<file path="src/pmt_regs.svh">
// register offsets, field positions, reset values and counts of the period match timer
`ifndef PMT_REGS_SVH
`define PMT_REGS_SVH

`define PMT_OFF_CONTROL     12'h000
`define PMT_OFF_COUNT       12'h004
`define PMT_OFF_PERIOD      12'h008
`define PMT_OFF_FLAGS       12'h00C
`define PMT_OFF_MASK        12'h010

`define PMT_CTL_PRE_LSB     0
`define PMT_CTL_PRE_MSB     1
`define PMT_CTL_RUN_BIT     2
`define PMT_CTL_POST_LSB    3
`define PMT_CTL_POST_MSB    6
`define PMT_CTL_IMPL_MASK   8'h7F

`define PMT_FLG_MATCH_BIT   0
`define PMT_FLG_PERIOD_BIT  1
`define PMT_FLG_COUNT       2

`define PMT_RST_CONTROL     8'h00
`define PMT_RST_COUNT       8'h00
`define PMT_RST_PERIOD      8'hFF
`define PMT_RST_FLAGS       2'h0
`define PMT_RST_MASK        2'h0

`define PMT_ICLK_DIV        4
`define PMT_PRE_DIV_MID     4
`define PMT_PRE_DIV_HIGH    16

`endif

</file>
<file path="src/pmt_pkg.sv">
// types shared by the period match timer modules
`default_nettype none

package pmt_pkg;

	typedef enum logic [1:0] {
		PMT_BUS_IDLE = 2'b00,
		PMT_BUS_ACK  = 2'b01
	} pmt_bus_state_t;

	typedef enum logic [1:0] {
		PMT_PRE_1  = 2'b00,
		PMT_PRE_4  = 2'b01,
		PMT_PRE_16 = 2'b10
	} pmt_prescale_t;

	typedef logic [7:0] pmt_byte_t;

endpackage

`default_nettype wire

</file>
<file path="src/pmt_scale_if.sv">
// link between the timer core and its prescaler
`timescale 1ns/1ps
`default_nettype none

interface pmt_scale_if;
	logic                   clear;
	pmt_pkg::pmt_prescale_t sel;
	logic                   tick_in;
	logic                   tick_out;

	modport core (
		output clear,
		output sel,
		output tick_in,
		input  tick_out
	);

	modport scaler (
		input  clear,
		input  sel,
		input  tick_in,
		output tick_out
	);
endinterface

`default_nettype wire

</file>
<file path="src/pmt_top.sv">
// period match timer: apb registers, count/period compare, postscaler and interrupt
//
// The implementer's own choices: the register addresses and the APB interface to the registers.
`timescale 1ns/1ps
`default_nettype none
`include "pmt_regs.svh"

module pmt_top #(
	parameter int ADDR_W = 12
) (
	input  wire logic              pclk,
	input  wire logic              presetn,
	input  wire logic              psel,
	input  wire logic              penable,
	input  wire logic              pwrite,
	input  wire logic [ADDR_W-1:0] paddr,
	input  wire logic [31:0]       pwdata,
	input  wire logic [3:0]        pstrb,
	output logic      [31:0]       prdata,
	output logic                   pready,
	output logic                   pslverr,
	output logic                   irq,
	output logic                   match_pulse,
	output logic                   period_pulse
);
	import pmt_pkg::*;

	localparam int FLG_N = `PMT_FLG_COUNT;

	pmt_scale_if sc ();

	pmt_bus_state_t        bus_q;
	pmt_byte_t             control_q;
	pmt_byte_t             count_q;
	pmt_byte_t             period_q;
	logic [FLG_N-1:0]      flags_q;
	logic [FLG_N-1:0]      mask_q;
	logic [1:0]            iclk_q;
	logic [3:0]            post_q;
	logic [31:0]           prdata_q;
	logic                  pready_q;
	logic                  pslverr_q;
	logic                  irq_q;
	logic                  match_q;
	logic                  period_q_pulse;

	logic                  sel_ctl;
	logic                  sel_cnt;
	logic                  sel_per;
	logic                  sel_flg;
	logic                  sel_msk;
	logic                  mapped;
	logic                  fire;
	logic                  take;
	logic                  wr_byte;
	logic                  wr_ctl;
	logic                  wr_cnt;
	logic                  wr_per;
	logic                  wr_flg;
	logic                  wr_msk;
	logic                  run;
	logic                  iclk_tick;
	logic                  inc;
	logic                  hit;
	logic                  post_out;
	logic [3:0]            post_sel;
	logic [FLG_N-1:0]      flag_set;
	logic [31:0]           rd_data;

	// address decode, one aligned word per register
	assign sel_ctl = (paddr == ADDR_W'(`PMT_OFF_CONTROL));
	assign sel_cnt = (paddr == ADDR_W'(`PMT_OFF_COUNT));
	assign sel_per = (paddr == ADDR_W'(`PMT_OFF_PERIOD));
	assign sel_flg = (paddr == ADDR_W'(`PMT_OFF_FLAGS));
	assign sel_msk = (paddr == ADDR_W'(`PMT_OFF_MASK));
	assign mapped  = sel_ctl | sel_cnt | sel_per | sel_flg | sel_msk;

	// the edge that completes an access is the only one that writes a register
	assign fire    = (bus_q == PMT_BUS_ACK) && psel && penable;
	assign wr_byte = fire && pwrite && pstrb[0];
	assign wr_ctl  = wr_byte && sel_ctl;
	assign wr_cnt  = wr_byte && sel_cnt;
	assign wr_per  = wr_byte && sel_per;
	assign wr_flg  = wr_byte && sel_flg;
	assign wr_msk  = wr_byte && sel_msk;

	// one wait state: pready rises in the second access cycle
	always_ff @(posedge pclk or negedge presetn) begin
		if (!presetn) begin
			bus_q <= PMT_BUS_IDLE;
		end else begin
			case (bus_q)
				PMT_BUS_IDLE: begin
					if (psel && penable) begin
						bus_q <= PMT_BUS_ACK;
					end
				end
				PMT_BUS_ACK: begin
					bus_q <= PMT_BUS_IDLE;
				end
				default: begin
					bus_q <= PMT_BUS_IDLE;
				end
			endcase
		end
	end

	always_comb begin
		rd_data = 32'h0000_0000;
		if (sel_ctl) begin
			rd_data[7:0] = control_q & `PMT_CTL_IMPL_MASK;
		end else if (sel_cnt) begin
			rd_data[7:0] = count_q;
		end else if (sel_per) begin
			rd_data[7:0] = period_q;
		end else if (sel_flg) begin
			rd_data[FLG_N-1:0] = flags_q;
		end else if (sel_msk) begin
			rd_data[FLG_N-1:0] = mask_q;
		end
	end

	// the answer is prepared when an access is first seen, shown one cycle later
	assign take = (bus_q == PMT_BUS_IDLE) && psel && penable;

	always_ff @(posedge pclk or negedge presetn) begin
		if (!presetn) begin
			pready_q <= 1'b0;
		end else begin
			pready_q <= take;
		end
	end

	// error only for addresses outside the map
	always_ff @(posedge pclk or negedge presetn) begin
		if (!presetn) begin
			pslverr_q <= 1'b0;
		end else begin
			pslverr_q <= take && !mapped;
		end
	end

	// read data stays zero outside the answer cycle
	always_ff @(posedge pclk or negedge presetn) begin
		if (!presetn) begin
			prdata_q <= 32'h0000_0000;
		end else if (take && !pwrite) begin
			prdata_q <= rd_data;
		end else begin
			prdata_q <= 32'h0000_0000;
		end
	end

	// control register; bit 7 is not implemented and reads zero
	always_ff @(posedge pclk or negedge presetn) begin
		if (!presetn) begin
			control_q <= `PMT_RST_CONTROL;
		end else if (wr_ctl) begin
			control_q <= pwdata[7:0] & `PMT_CTL_IMPL_MASK;
		end
	end

	assign run      = control_q[`PMT_CTL_RUN_BIT];
	assign post_sel = control_q[`PMT_CTL_POST_MSB:`PMT_CTL_POST_LSB];

	// any value with the upper select bit set maps to divide by 16
	always_comb begin
		if (control_q[`PMT_CTL_PRE_MSB]) begin
			sc.sel = PMT_PRE_16;
		end else if (control_q[`PMT_CTL_PRE_LSB]) begin
			sc.sel = PMT_PRE_4;
		end else begin
			sc.sel = PMT_PRE_1;
		end
	end

	// instruction clock: one tick every fourth pclk, free running
	always_ff @(posedge pclk or negedge presetn) begin
		if (!presetn) begin
			iclk_q <= 2'h0;
		end else begin
			iclk_q <= (iclk_q == 2'(`PMT_ICLK_DIV - 1)) ? 2'h0 : iclk_q + 2'h1;
		end
	end

	assign iclk_tick  = (iclk_q == 2'(`PMT_ICLK_DIV - 1));
	assign sc.tick_in = iclk_tick && run;
	assign sc.clear   = wr_cnt || wr_ctl;

	pmt_prescaler u_prescaler (
		.pclk    (pclk),
		.presetn (presetn),
		.sc      (sc.scaler)
	);

	// a tick that coincides with a count or control write is dropped with the write
	assign inc = sc.tick_out && !wr_cnt && !wr_ctl;
	assign hit = inc && (count_q == period_q);

	// count: software write wins; control writes never touch it
	always_ff @(posedge pclk or negedge presetn) begin
		if (!presetn) begin
			count_q <= `PMT_RST_COUNT;
		end else if (wr_cnt) begin
			count_q <= pwdata[7:0];
		end else if (hit) begin
			count_q <= 8'h00;
		end else if (inc) begin
			count_q <= count_q + 8'h01;
		end
	end

	always_ff @(posedge pclk or negedge presetn) begin
		if (!presetn) begin
			period_q <= `PMT_RST_PERIOD;
		end else if (wr_per) begin
			period_q <= pwdata[7:0];
		end
	end

	// postscaler counts matches and wraps at select plus one
	always_ff @(posedge pclk or negedge presetn) begin
		if (!presetn) begin
			post_q <= 4'h0;
		end else if (sc.clear) begin
			post_q <= 4'h0;
		end else if (hit) begin
			post_q <= (post_q == post_sel) ? 4'h0 : post_q + 4'h1;
		end
	end

	assign post_out = hit && (post_q == post_sel);

	assign flag_set[`PMT_FLG_MATCH_BIT]  = hit;
	assign flag_set[`PMT_FLG_PERIOD_BIT] = post_out;

	// sticky flags, write one to clear; a set in the same cycle wins
	generate
		for (genvar i = 0; i < FLG_N; i++) begin : g_flag
			always_ff @(posedge pclk or negedge presetn) begin
				if (!presetn) begin
					flags_q[i] <= 1'b0;
				end else if (flag_set[i]) begin
					flags_q[i] <= 1'b1;
				end else if (wr_flg && pwdata[i]) begin
					flags_q[i] <= 1'b0;
				end
			end
		end
	endgenerate

	always_ff @(posedge pclk or negedge presetn) begin
		if (!presetn) begin
			mask_q <= `PMT_RST_MASK;
		end else if (wr_msk) begin
			mask_q <= pwdata[FLG_N-1:0];
		end
	end

	// irq lags the flag by a cycle so the output stays a flop
	always_ff @(posedge pclk or negedge presetn) begin
		if (!presetn) begin
			irq_q <= 1'b0;
		end else begin
			irq_q <= |(flags_q & mask_q);
		end
	end

	always_ff @(posedge pclk or negedge presetn) begin
		if (!presetn) begin
			match_q <= 1'b0;
		end else begin
			match_q <= hit;
		end
	end

	always_ff @(posedge pclk or negedge presetn) begin
		if (!presetn) begin
			period_q_pulse <= 1'b0;
		end else begin
			period_q_pulse <= post_out;
		end
	end

	assign prdata       = prdata_q;
	assign pready       = pready_q;
	assign pslverr      = pslverr_q;
	assign irq          = irq_q;
	assign match_pulse  = match_q;
	assign period_pulse = period_q_pulse;

endmodule

`default_nettype wire

</file>
<file path="src/pmt_prescaler.sv">
// selectable 1, 4 or 16 prescaler on the instruction clock ticks
`timescale 1ns/1ps
`default_nettype none
`include "pmt_regs.svh"

module pmt_prescaler (
	input  wire logic   pclk,
	input  wire logic   presetn,
	pmt_scale_if.scaler sc
);
	import pmt_pkg::*;

	logic [3:0] cnt_q;
	logic [3:0] last;

	always_comb begin
		case (sc.sel)
			PMT_PRE_1:  last = 4'h0;
			PMT_PRE_4:  last = 4'(`PMT_PRE_DIV_MID - 1);
			default:    last = 4'(`PMT_PRE_DIV_HIGH - 1);
		endcase
	end

	// clear restarts the division from zero
	always_ff @(posedge pclk or negedge presetn) begin
		if (!presetn) begin
			cnt_q <= 4'h0;
		end else if (sc.clear) begin
			cnt_q <= 4'h0;
		end else if (sc.tick_in) begin
			cnt_q <= (cnt_q >= last) ? 4'h0 : cnt_q + 4'h1;
		end
	end

	assign sc.tick_out = sc.tick_in && (cnt_q >= last);

endmodule

`default_nettype wire

</file>
<file path="config.mk">
export PLATFORM = sky130hd
export DESIGN_NAME = pmt_top
export DESIGN_NICKNAME = d
export VERILOG_FILES = /design/src/pmt_pkg.sv /design/src/pmt_scale_if.sv /design/src/pmt_top.sv /design/src/pmt_prescaler.sv
export VERILOG_INCLUDE_DIRS = /design/src
export SDC_FILE = /design/constraint.sdc
export NUM_CORES = 1
export LEC_CHECK = 0
export BUFFER_PORTS_ARGS = -buffer_cell sky130_fd_sc_hd__buf_2
export CORE_MARGIN = 5
export CORE_UTILIZATION = 47
export DETAILED_ROUTE_END_ITERATION = 8
export PLACE_DENSITY_LB_ADDON = 0.05
export RECOVER_POWER = 50
export SLEW_MARGIN = 0
export SYNTH_ARGS = -nofsm -noshare
export SYNTH_HDL_FRONTEND = slang
export SYNTH_SLANG_ARGS = --single-unit
</file>
<file path="constraint.sdc">
create_clock -name pclk -period 2.26 [get_ports pclk]
set_input_delay 0.452 -clock pclk [delete_from_list [all_inputs] [get_ports pclk]]
set_output_delay 0.452 -clock pclk [all_outputs]
set_load 0.05 [all_outputs]
</file>
**After elaboration in Yosys (flattened, before gate mapping)**

Index checks and enable logic that the tools add are counted.

- Bits in registers: 76
- Input port bits: 53
- Output and inout port bits: 37
- Logic and storage cells: 98

- $add $sub $neg: 4
- Order comparisons: 1
- Equal/unequal tests: 10
- Mux-type cells: 26
- Bitwise operators: 5
- Reductions and logical operators: 36

Operators with widths:

| operator | number |
|---|---|
| $mux W8 | 6 |
| $eq A12 B4 Y1 const B | 2 |
| $mux W4 | 6 |
| $logic_and A1 B1 Y1 | 22 |
| $mux W2 | 7 |
| $eq A12 B3 Y1 const B | 1 |
| $eq A12 B5 Y1 const B | 1 |
| $logic_not A12 Y1 | 1 |
| $add A4 B1 Y4 const B | 2 |
| $add A8 B1 Y8 const B | 1 |
| $eq A8 B8 Y1 | 1 |
| $pmux W4 S2 | 1 |
| $reduce_bool A2 Y1 | 4 |
| $mux W6 | 1 |
| $mux W1 | 5 |
| $eq A2 B1 Y1 const B | 2 |
| $eq A4 B4 Y1 | 1 |
| $ge A4 B4 Y1 | 1 |
| $logic_not A1 Y1 | 4 |
| $logic_not A2 Y1 | 2 |
| $or A1 B1 Y1 | 4 |
| $reduce_bool A3 Y1 | 1 |
| $add A2 B1 Y2 const B | 1 |
| $and A2 B2 Y2 | 1 |
| 4 further kinds | 4 |

**Depth between registers and ports, before layout**

- Depth after elaboration: 12
- Mapped depth: 9

**By module**

From an unflattened synthesis, not the netlist that was laid out.

- Cell total of the unflattened synthesis: 300
- Area, all modules: 3,079.2 µm²

By module, submodules not included:

| module | times used | cells each | area an instance (µm²) | sequential area each (µm²) |
|---|---|---|---|---|
| pmt_top | 1 | 264 | 2,732.6 | 1,186.1 |
| pmt_prescaler | 1 | 36 | 346.6 | 100.1 |

**Worst setup path after synthesis**

No wires, ideal clock.

- Path type: reg-to-reg
- From: reg control_q[0]
- To: reg count_q[4]
- Library setup time: 0.126 ns
- Arrival: 2.196 ns
- Setup slack: -0.062 ns
- Stages on the path, launching flop included: 10
- Cells stage by stage: dfrtp_1 or2_2 ha_1 nand2b_1 a2111o_1 and3_1 buf_2 nand2b_1 nor4_1 a311o_1

- Longest elaborated chain between the ends: 11

RTL lines:

| what | line | source |
|---|---|---|
| start: declaration | pmt_top.sv:33 | `pmt_byte_t control_q;` |
| start signal: assignment | pmt_top.sv:157 | `` control_q <= `PMT_RST_CONTROL; `` |
| start signal: assignment | pmt_top.sv:159 | `` control_q <= pwdata[7:0] & `PMT_CTL_IMPL_MASK; `` |
| $mux W1 * | pmt_top.sv:170 | `` end else if (control_q[`PMT_CTL_PRE_LSB]) begin `` |
| $mux W2 * | pmt_top.sv:168 | `` if (control_q[`PMT_CTL_PRE_MSB]) begin `` |
| $eq A2 B1 Y1 / $logic_not A2 Y1 (equally long branches) | pmt_prescaler.sv:17 | `case (sc.sel)` |
| $pmux W4 S2 * | pmt_prescaler.sv:17 |  |
| $ge A4 B4 Y1 * | pmt_prescaler.sv:35 | `assign sc.tick_out = sc.tick_in && (cnt_q >= last);` |
| $logic_and A1 B1 Y1 * | pmt_prescaler.sv:35 |  |
| $logic_and A1 B1 Y1 * (2 in a row) | pmt_top.sv:197 | `assign inc = sc.tick_out && !wr_cnt && !wr_ctl;` |
| $logic_and A1 B1 Y1 | pmt_top.sv:198 | `assign hit = inc && (count_q == period_q);` |
| $mux W8 | pmt_top.sv:206 | `end else if (hit) begin` |
| $mux W8 | pmt_top.sv:204 | `end else if (wr_cnt) begin` |
| end signal: assignment | pmt_top.sv:203 | `` count_q <= `PMT_RST_COUNT; `` |
| end signal: assignment | pmt_top.sv:205 | `count_q <= pwdata[7:0];` |
| end signal: assignment | pmt_top.sv:209 | `count_q <= count_q + 8'h01;` |
| end: declaration | pmt_top.sv:34 | `pmt_byte_t count_q;` |

Every way passes the cells marked *; elsewhere a longest branch is shown, timed or not.
A chain may end at the register's enable or synchronous reset.

**Final worst setup path**

- From: reg control_q[0]
- To: reg count_q[6]

Same word-level chain as after synthesis.

==> metrics.cfg <==
[clock_network]
cts_buffers = 5
clkTransAtPathRegs_ps = 90
max-clock-path-buffers = 2
cts_tree = yes
worstSkewPairLatency_ps = 300
cts_root_buf = clkbuf_8
clock-sinks = 51
h-tree-depth = 2

[worst_setup_path]
critPathTopFamily = simple AND/OR/NAND/NOR gates
worstSetupStartpoint = control_q[0]
reg2reg_depth = 8
path_depth = 8
path_cells = or2_4, ha_4, nand2b_4, a2111o_1, and3_4, nand3_4, or4_1, a31oi_1
cp-end-kind = flip-flop
slowest_stage = or4_1
rr_startpoint = control_q[0]
critPathLaunchType = flip-flop
max_stage_delay_ps = 520
critPathMaxFanout = 3
worst_ep_required_time_ps = 2490
cp_num_buf_inv = 0
critPathArrivalTime_ps = 2450
crit_type = flip-flop to flip-flop

[die]
core_mm2 = 0.00624
start_util_pct = 47.4
rows = 29
num_io_pins = 90
dieArea_mm2 = 0.00799
die_w_um = 89.4
die_h_um = 89.4

[timing]
rsz0062_at_grt = true
fin_skew_ps = 7.03
fin_crit_ps = 2230
slew_violations = 0
fin_crit_sh_pct = 98.5
fmax_mhz = 449
setup_violations = 0
worst_slack_ps = 34.8
tightest_slew_ps = 1140
relSlewSlack_pct = 23.8
finalHoldViolCount = 0

[synthesis]
netlist_top_cells_area = dfrtp_1, dfstp_2, buf_4
yosysTopAreaCellShare_pct = 36.3
synth_largest_area_cell = dfrtp_1
ys_types = 54
synthArstFlopShare_pct = 100
syn_avg_cell_area_um2 = 9.80
synth_most_common_cell = dfrtp_1
synth_seq_area_share_pct = 43.4
yosysWarnings = 0
synth_ff_type = dfrtp_1
synth_commonest_cells = dfrtp_1, nand2_1, buf_4, nor2_1
synth_area_mm2 = 0.00296
syn_inst = 302
synth-edff-count = 0
ys_ff_latch = 51

[grt]
grt-ovfl-total = 0
grt_usage_pct = 18.7
grt_pass1_wl_um = 11600
grt_max_degree = 31
grt_pass1_vias = 2373
antenna_found_initial = 0

[run_status]
outcome = completed

[placed_design]
io_buffer_count = 38
place_ws_ps = -83.5
dpl.hpwl_um = 5270
gp_congestion = 0.880

[power]
p_clk_share_pct = 31.7
p_int_w = 0.00116
p_per_area_mw_per_mm2 = 471
seq_power_share_pct = 57.4
combPwrFrac_pct = 10.9
power_switching_w = 0.000434
sw_frac_of_total_pct = 27.2
vdd_drop_max_mv = 0.322
leakagePower_nw = 1.61

[layout]
final_nets = 420
drive_gt1_share_pct = 28.9
area_growth_pct = 14.6
final_core_util_pct = 54.4
fillers = 624
antenna_cells = 0

[detailed_routing]
vias = 2328
drt-total-wl_um = 6710
firstDrtPassIters = 4
drc = 0
final_antenna_net_count = 0
wl_per_cell_um = 15.4
vias_per_cell = 5.33
first_iter_violations = 148

[worst_hold_path]
hold_path.class = primary input to async pin

[run]
maxCapViolations = 0

## layer usage
| metal | vias to the layer above | wire length (µm) | GRT usage [%] |
|---|---|---|---|
| li1 | 1140 | - | - |
| met1 | 1109 | 3160 | 26.8 |
| met2 | 70 | 3060 | 29.5 |
| met3 | 9 | 395 | 3.13 |
| met4 | 0 | 99 | 4.74 |
| met5 | - | 0 | 0 |
## layout by cell type (no fill, tap or decap), types with 2 or more instances in the layout
cell type and count:
a21oi_1 8, a222oi_1 7, a311o_1 2, a31oi_1 4, and2_1 6, and4_1 2, buf_2 37, buf_4 23
clkbuf_1 4, clkbuf_8 5, conb_1 24, dfrtp_1 43, dfstp_2 8, ha_1 7, inv_1 8, mux2_2 13
nand2_1 34, nand2b_1 4, nand2b_4 2, nand3_1 11, nand3_2 2, nand3b_1 2, nor2_1 27, nor2b_1 2
nor3_1 5, nor3b_1 2, nor4_1 7, nor4_4 3, o211ai_1 3, o21ai_0 13, o31a_1 2, o31ai_1 2
or4_1 3, xnor2_1 4, xor2_1 8
## stage by stage
stage	area [µm²]	hold WS [ps]	TNS (ps)	std cells	power, W
after CTS	3370	128	0	436	0.00162
after floorplan	3060	156	0	325	0.00108
final	3390	347	0	437	0.00160
after global placement	3270	413	-262	427	0.00111
after detailed placement	3270	429	-458	427	0.00111
after global routing	3390	380	-137	437	0.00166
## what timing repair did
action                     in CTS  in global routing
pin swaps                       3                  5
hold buffers                    0                  0
buffers inserted                1                  1
resized for setup               5                  3
setup endpoints to repair      10                 15
## layout make-up
type / instances / area, µm² / share of cell area, %
Multi-Input combinational cell: 231 / 1530 / 45.2
Sequential cell: 51 / 1290 / 37.9
Timing Repair Buffer: 62 / 367 / 10.8
Tap cell: 77 / 96.3 / 2.84
Clock buffer: 8 / 80.1 / 2.36
Inverter: 8 / 30.0 / 0.885
## state kept, by name, indices dropped and copies added (netlist names), 2 cells and up
name               count
count_q                8
period_q               8
prdata                 8
control_q              7
post_q                 4
u_prescaler.cnt_q      4
flags_q                2
iclk_q                 2
mask_q                 2
## final timing paths
path / end / slack, ps
min in group pclk: control_q[3] / 390
worst min register to register: iclk_q[0] / 440
max in group asynchronous: prdata[3] / 560
worst max-delay path: count_q[6] / 30
worst max register to register: count_q[6] / 30
worst min-delay path: iclk_q[0] / 350
## power groups by stage
stage / registers (W) / logic, W / clock network [W]
5_1_grt: 0.000918 / 0.000187 / 0.000559
4_1_cts: 0.000917 / 0.000178 / 0.000521
2_1_floorplan: 0.000942 / 0.000143 / 0
6_report: 0.000917 / 0.000174 / 0.000506
3_5_place_dp: 0.000935 / 0.000178 / 0
3_3_place_gp: 0.000935 / 0.000177 / 0
## logic make-up after synthesis
family / share of synthesized area (%)
XOR/XNOR: 3.55
adder cells (fa/ha/maj): 3.38
buffers and inverters: 9.30
AO/OA/AOI/OAI: 11.4
AND/OR/NAND/NOR: 23.5
other: 0.127
flip-flops: 43.4
multiplexers: 5.28
No activity file was read; power rests on OpenSTA's default activity.
